File: config.mk
export PLATFORM = sky130hd
export DESIGN_NAME = bss_boot_select
export DESIGN_NICKNAME = d
export VERILOG_FILES = /design/src/rtl/bss_pkg.sv /design/src/rtl/bss_boot_select.sv
export SDC_FILE = /design/constraint.sdc
export NUM_CORES = 1
export LEC_CHECK = 0
export ABC_AREA = 1
export BUFFER_PORTS_ARGS = -buffer_cell sky130_fd_sc_hd__clkbuf_2
export CAP_MARGIN = 40
export CORE_UTILIZATION = 40
export CTS_CLUSTER_SIZE = 10
export DETAILED_ROUTE_END_ITERATION = 7
export GPL_TIMING_DRIVEN = 0
export HOLD_SLACK_MARGIN = 0.06
export PLACE_DENSITY = 0.68
export SYNTH_ARGS = -nofsm -noshare
export SYNTH_HDL_FRONTEND = slang
export SYNTH_SLANG_ARGS = --single-unit
File: constraint.sdc
create_clock -name clk -period 2 [get_ports clk]
set_input_delay 0.2 -clock clk [delete_from_list [all_inputs] [get_ports clk]]
set_output_delay 0.2 -clock clk [all_outputs]
set_load 0.05 [all_outputs]
File: src/rtl/bss_pkg.sv
// package: boot space codes, strap carrier and reset-related constants
package bss_pkg;

    // boot space selected from the straps
    typedef enum logic [1:0]
    {
        BSS_SPACE_FLASH,
        BSS_SPACE_SYSMEM,
        BSS_SPACE_SRAM
    } bss_space_t;

    // the two strap pins travel together
    typedef struct packed
    {
        logic primary_boot_strap;
        logic secondary_boot_strap;
    } bss_straps_t;

    // value of the latched space after power-on reset
    localparam bss_space_t BSS_SPACE_RST = BSS_SPACE_FLASH;

    // alias base addresses of each space
    localparam logic [31:0] BSS_BASE_FLASH  = 32'h0800_0000;
    localparam logic [31:0] BSS_BASE_SYSMEM = 32'h1FFF_F000;
    localparam logic [31:0] BSS_BASE_SRAM   = 32'h2000_0000;

    // strap synchroniser depth and bit positions of its stages
    localparam int          BSS_SYNC_DEPTH  = 3;
    localparam int          BSS_SYNC_MID    = 1;
    localparam int          BSS_SYNC_LAST   = 2;

    // cycles for the straps to settle through the synchroniser after a
    // sampling reset is released before they are latched
    localparam logic [2:0]  BSS_SETTLE_CYC  = 3'h4;
    localparam logic [2:0]  BSS_ZERO3       = 3'h0;

endpackage

File: src/rtl/bss_boot_select.sv
// boot space select: strap sampling on hard reset, held over soft reset
`timescale 1ns/10ps

module bss_boot_select
    import bss_pkg::*;
(
    // clock and power-on / system reset
    input  wire logic                 clk,
    input  wire logic                 sys_rst,
    // external reset pin request, already a clean pulse or level
    input  wire logic                 ext_rst_req,
    // soft reset sources
    input  wire logic                 soft_rst_req,
    input  wire logic                 prot_enable_req,
    // board strap pins
    input  wire bss_pkg::bss_straps_t straps,
    // results
    output bss_pkg::bss_space_t       boot_space,
    output logic [31:0]               fetch_alias_base,
    output logic                      core_rst,
    output logic                      space_valid
);
    import bss_pkg::*;

    // ************************************************************
    //  strap synchroniser
    // ************************************************************

    // three stages per strap; stage 0 feeds only stage 1
    logic [BSS_SYNC_DEPTH-1:0] prim_sync_q;
    logic [BSS_SYNC_DEPTH-1:0] sec_sync_q;
    logic                      prim_stable_q;  // accepted primary level
    logic                      sec_stable_q;   // accepted secondary level

    // shift the pins in every edge
    always_ff @(posedge clk or posedge sys_rst)
    begin
        if (sys_rst)
        begin
            prim_sync_q <= '0;
            sec_sync_q  <= '0;
        end
        else
        begin
            prim_sync_q <= {prim_sync_q[BSS_SYNC_DEPTH-2:0],
                            straps.primary_boot_strap};
            sec_sync_q  <= {sec_sync_q[BSS_SYNC_DEPTH-2:0],
                            straps.secondary_boot_strap};
        end
    end

    // a change counts only once the last two stages agree
    wire prim_agree = prim_sync_q[BSS_SYNC_MID] == prim_sync_q[BSS_SYNC_LAST];
    wire sec_agree  = sec_sync_q[BSS_SYNC_MID] == sec_sync_q[BSS_SYNC_LAST];

    // hold the last agreed level
    // while stages 1 and 2 disagree the old level is kept, so a bouncing
    // pin never reaches the decode half-way through a change
    always_ff @(posedge clk or posedge sys_rst)
    begin
        if (sys_rst)
        begin
            prim_stable_q <= 1'b0;
            sec_stable_q  <= 1'b0;
        end
        else
        begin
            if (prim_agree)
                prim_stable_q <= prim_sync_q[BSS_SYNC_LAST];
            if (sec_agree)
                sec_stable_q  <= sec_sync_q[BSS_SYNC_LAST];
        end
    end

    // ************************************************************
    //  strap decode
    // ************************************************************

    // primary low wins regardless of the secondary strap
    // limitation: a floating primary strap may settle at either level,
    // so the board needs a pull-down for a certain flash boot
    wire bss_space_t decoded_space =
        !prim_stable_q ? BSS_SPACE_FLASH :
        (sec_stable_q  ? BSS_SPACE_SRAM
                       : BSS_SPACE_SYSMEM);

    // ************************************************************
    //  reset sequencing
    // ************************************************************

    typedef enum logic [1:0]
    {
        BSS_ST_SAMPLE,   // hard reset: wait for straps, then latch
        BSS_ST_RUN,      // core running from latched space
        BSS_ST_SOFT      // soft reset pulse, no strap sampling
    } bss_state_t;

    bss_state_t  state_q;
    bss_state_t  state_d;
    logic [2:0]  settle_q;      // settle counter for strap latch
    logic [2:0]  settle_d;
    bss_space_t  space_q;       // latched boot space
    bss_space_t  space_d;
    logic        valid_q;       // a space has been latched since power-on
    logic        core_rst_q;    // reset to the core fetch path
    logic [31:0] alias_q;       // registered alias base

    // soft reset sources are merged; neither may reload the straps
    // the protection-enable reset is raised by the loader itself
    wire soft_any  = soft_rst_req | prot_enable_req;
    // the external pin restarts sampling from any state; it wins over soft
    wire hard_any  = ext_rst_req;
    wire settle_done = settle_q == BSS_SETTLE_CYC;

    // next-state decode
    always_comb
    begin
        state_d  = state_q;
        settle_d = settle_q;
        space_d  = space_q;
        case (state_q)
            BSS_ST_SAMPLE:
            begin
                // let the synchroniser refill before trusting the straps;
                // a pin still held keeps the count at its start, and the
                // straps are taken only once the count has run out
                if (hard_any)
                    settle_d = BSS_ZERO3;
                else if (settle_done)
                begin
                    space_d = decoded_space;
                    state_d = BSS_ST_RUN;
                end
                else
                    settle_d = settle_q + 3'h1;
            end
            BSS_ST_RUN:
            begin
                // a hard reset goes back to sampling; a soft or
                // protection reset only pulses the core and keeps
                // the space, so the loader cannot be left by it
                if (hard_any)
                begin
                    settle_d = BSS_ZERO3;
                    state_d  = BSS_ST_SAMPLE;
                end
                else if (soft_any)
                    state_d = BSS_ST_SOFT;
            end
            BSS_ST_SOFT:
            begin
                // one cycle of core reset; space_q left untouched
                // a hard reset still wins in this cycle
                if (hard_any)
                begin
                    settle_d = BSS_ZERO3;
                    state_d  = BSS_ST_SAMPLE;
                end
                else
                    state_d = BSS_ST_RUN;
            end
            default:
            begin
                // unused code: recover into a fresh strap sample
                settle_d = BSS_ZERO3;
                state_d  = BSS_ST_SAMPLE;
            end
        endcase
    end

    // alias base picked from the space that the core will restart in
    wire [31:0] alias_d =
        (space_d == BSS_SPACE_SYSMEM) ? BSS_BASE_SYSMEM :
        (space_d == BSS_SPACE_SRAM)   ? BSS_BASE_SRAM
                                      : BSS_BASE_FLASH;

    // core held in reset except while running
    wire core_rst_d = state_d != BSS_ST_RUN;

    // the one edge on which the straps become the latched space
    wire latch_now = (state_q == BSS_ST_SAMPLE) && (state_d == BSS_ST_RUN);

    // state registers; alias and core reset are registered here so that
    // every output of the block leaves a flip-flop
    always_ff @(posedge clk or posedge sys_rst)
    begin
        if (sys_rst)
        begin
            state_q    <= BSS_ST_SAMPLE;
            settle_q   <= BSS_ZERO3;
            space_q    <= BSS_SPACE_RST;
            valid_q    <= 1'b0;
            core_rst_q <= 1'b1;
            alias_q    <= BSS_BASE_FLASH;
        end
        else
        begin
            state_q    <= state_d;
            settle_q   <= settle_d;
            space_q    <= space_d;
            core_rst_q <= core_rst_d;
            alias_q    <= alias_d;
            // valid is only ever set; only a power cycle clears it
            if (latch_now)
                valid_q <= 1'b1;
        end
    end

    // ************************************************************
    //  outputs, all straight from flip-flops
    // ************************************************************

    // space and alias stand until the next hard latch
    assign boot_space       = space_q;
    assign fetch_alias_base = alias_q;
    assign core_rst         = core_rst_q;
    assign space_valid      = valid_q;

endmodule

### Word level (Yosys, flattened, before mapping)

Index checks and enable logic that the tools add are counted.

* output and inout port bits: 36
* bits in registers: 47
* logic and storage cells: 44

* reduce and logical (&&, ||, !) cells: 4
* add/subtract/negate cells: 1
* mux-type cells: 17
* bitwise operators: 1
* equal/unequal tests: 11

Operators by type and width (count)
* $mux W30: 2
* $mux W2: 9
* $mux W3: 3
* $eq A2 B1 Y1 const B: 3
* $pmux W2 S3: 1
* $pmux W3 S2: 1
* $eq A2 B2 Y1 const B: 2
* $ne A2 B1 Y1 const B: 2
* $add A3 B1 Y3 const B: 1
* $eq A3 B3 Y1 const B: 1
* $ne A3 B3 Y1 const B: 1
* $eq A1 B1 Y1: 2
* $logic_not A2 Y1: 1
* $reduce_and A2 Y1: 1
* $reduce_or A2 Y1: 1
* $logic_and A1 B1 Y1: 1
* $mux W1: 1
* $or A1 B1 Y1: 1

### Depth between registers and ports, before layout

* word-level depth: 8
* mapped depth: 10
* depth with buffers taken out: 10

### Worst setup path after synthesis

Ideal clock, no wire load.

* path kind: reg2out
* from: reg fetch_alias_base[28] (netlist name)
* to: out fetch_alias_base[13]
* slack: 0.666 ns
* data required time: 1.800 ns
* data arrival time: 1.134 ns
* stages on the path, launching flop included: 2
* cells stage by stage: dfrtp_1 -> buf_4

RTL lines
* to (decl): line bss_boot_select.sv:19 `output logic [31:0] fetch_alias_base,`

==> results list <==
- Initial core utilization: a little over two fifths
- In this run the critical register-to-register path is captured at fetch_alias_base[29].
- Antenna Diode Count: 0
* Max-slew headroom: between 50 and 60%
* Routed WL per cell: around 7.7 um
- Setup repair after global routing left no endpoint under its margin.
- X dimension of the die: ~54 um
- Clock buffers created by TritonCTS: 3
- The Yosys step of the flow raised 0 warnings.
* Insertion delay of the later-clocked pin in the worst-skew pair: 0.30 ns
* I/O pin total: 43
* Required time at the worst-slack endpoint: about 1.8 ns
- The final layout contains routed wiring with a total length of around 1500 um.
- CTS placed an instance of clkbuf_4 at the clock tree root.
* Total global routing overflow: 0
* Arrival time at the worst endpoint: 1.35 ns
- Reg-to-reg critical path startpoint: state_q[0]
- Clock-pin slew reported for the worst setup and hold paths after clock tree synthesis: roughly 0.12 ns
* Worst Setup SP: fetch_alias_base[28]
- Entering global routing, the biggest net connects 21 pins.
- Overall Global Routing Usage: 12.0%
* Core Region: about 2500 um^2
- Fraction of final layout cells sized beyond drive strength 1: between 40% and 50%
* Register-to-Register Path Depth: 9
* DRC violation count after routing: 0
- Sequential cell area fraction in the yosys report: a little under half
* Placer's final routability congestion estimate: between 0.8 and 0.9
* Die Height: 54.5 um
- Slew of the pin with the lowest slew margin: between 0.7 and 0.8 ns
- The floorplan step defined a die boundary enclosing a little under 3000 um^2.
- The run finished with clean final reports.
- Max-slew violation total from the final report: 0
* Worst-path maximum fanout: 16
* Type of the worst setup path: register to primary output
- CTS sink count: 20
- The worst setup path is captured at a primary output.
* Count of nets left with antenna violations after detail routing: 0
* Number of standard-cell rows in the floorplan: 18
* Tightest Hold Check Type: input port to register
* Worst setup slack for register-to-register paths: around 0.55 ns
* Clock H-tree levels: 1
- Hold buffer count at CTS: 3
* Achievable frequency: approximately 0.64 GHz
- First DRT Iteration DRCs: 11
* Global-route wire length before repair: roughly 2500 um
* Final Hold Fails: 0
- In this run the mean area of a mapped cell was approximately 9.7 um^2.
- Vias in the first global route: about 630
- No sink is reached through more buffers than the 2 on the longest clock path.
- Hold Slack: roughly 0.29 ns
* #FFs+latches synth: 20
* Worst setup path endpoint: fetch_alias_base[24]
* Via total after detailed routing: between 700 and 800
- Accumulated negative setup slack: 0 ns
- The number of antenna violations at the first check in global routing came to 0.
* Post-Syn Instances: about 110
* Final period utilization: between 70 and 80%
- CTS tree: yes
- In this run the cell area of the synthesized design comes to 1100 um^2.
- First-pass iteration count of the detailed router: 4
- Startpoint kind of the worst setup timing path: register
- After clock tree synthesis, the setup repair step added 0 buffers.
- Subtracting the final worst setup slack from the clock period gives approximately 1.6 ns.
* Total half-perimeter wirelength after legalization and detailed placement: 1150 um
- Compared with the post-synthesis result, the final layout area differs by 28.1%.
- Nets@finish: roughly 180
- OpenSTA, run right after detailed placement, puts the worst setup slack at roughly 0.56 ns.
* Count of input and output buffers: 28
- Final count of negative-setup-slack endpoints: 0
- Via density: ~3.9
* Slack of the critical path: between 0.4 and 0.5 ns
- Post-CTS repair changed the size of 0 cells.
* Clock tree skew after final layout: 0.0120 ns
* Max Cap Violations: 0
- Cell variety after synth: 22
[Yosys cell counts (all sizes together)]
cell / instances / area, um^2
a21oi: 2 / 17.5
buf: 29 / 218
conb: 1 / 3.75
dfrtp: 18 / 450
dfstp: 2 / 52.6
ha: 6 / 75.1
inv: 19 / 71.3
maj3: 2 / 20.0
nand2: 16 / 72.6
nand3: 3 / 15.0
nand3b: 1 / 11.3
nand4: 1 / 6.26
nor2: 5 / 35.0
o21ai: 6 / 37.5
o22ai: 1 / 6.26
xnor2: 1 / 8.76
[critical path, cell delays in order, from the launching register on]
cell and delay (ns):
dfrtp_1 0.62, buf_4 0.18, clkbuf_2 0.26
[state kept, by name (all words and copies together) (netlist names)]
register	cells
sec_sync_q	3
core_rst	1
fetch_alias_base	3
boot_space	2
space_valid	1
prim_stable_q	1
sec_stable_q	1
prim_sync_q	3
settle_q	3
state_q	2
[layout make-up]
class                      count  area, um^2
fill                         225        1130
sequential                    20         503
clock buffer                   3        22.5
timing repair buffer          31         170
tap                           30        37.5
buffer                        29         218
inverter                      19        71.3
multi-input combinational     58         358
clock inverter                 1        30.0
[through the flow]
stage / area, um^2 / utilization (%) / cells
global route: 1410 / 55.4 / 191
CTS: 1410 / 55.4 / 191
detailed placement: 1330 / 52.2 / 184
global placement: 1330 / 52.2 / 184
floorplan: 1150 / - / 126
finish: 1410 / 55.4 / 191
[cell families after synthesis]
kind of cell,share of synthesized area [%]
xor gates and xnor gates,0.796
DFF,45.7
other,0.341
buffers and inverters,26.3
and+or+nand+nor,12.7
adders and majority gates,8.64
AOI/OAI and AO/OA,5.57
[cell usage in the layout, fill, tap and decap left out, types with 2 or more instances in the layout]
cell / instances
nand3_1: 3
o21ai_2: 2
nand2_1: 13
dlygate4sd3_1: 3
ha_1: 6
buf_4: 29
clkbuf_4: 3
inv_1: 16
clkbuf_2: 28
dfrtp_1: 18
maj3_1: 2
a21oi_2: 2
nor2_1: 4
dfstp_2: 2
inv_2: 3
o21ai_0: 3
nand2_2: 2
conb_1: 14
[routing by layer]
layer  routed length (um)  up-vias  track usage, %
li1                     -      393               -
met1                  625      318            13.0
met2                  715       36            22.4
met3                  115        2            1.67
met4                   22        0            6.41
met5                    0        -               0
[worst min path at each step]
stage	startpoint	endpoint	slack, ns	cells after the start
5_1_grt	ext_rst_req	state_q[0]	0.32	4
3_5_place_dp	straps[1]	prim_sync_q[0]	0.32	1
2_1_floorplan	sys_rst	boot_space[0]	0.16	1
3_3_place_gp	straps[0]	sec_sync_q[0]	0.31	1
6_report	ext_rst_req	state_q[0]	0.29	4
4_1_cts	ext_rst_req	state_q[0]	0.27	4
Power is not shown: default switching activity piles up to over one toggle a cycle in this logic, so the estimate is an artifact.
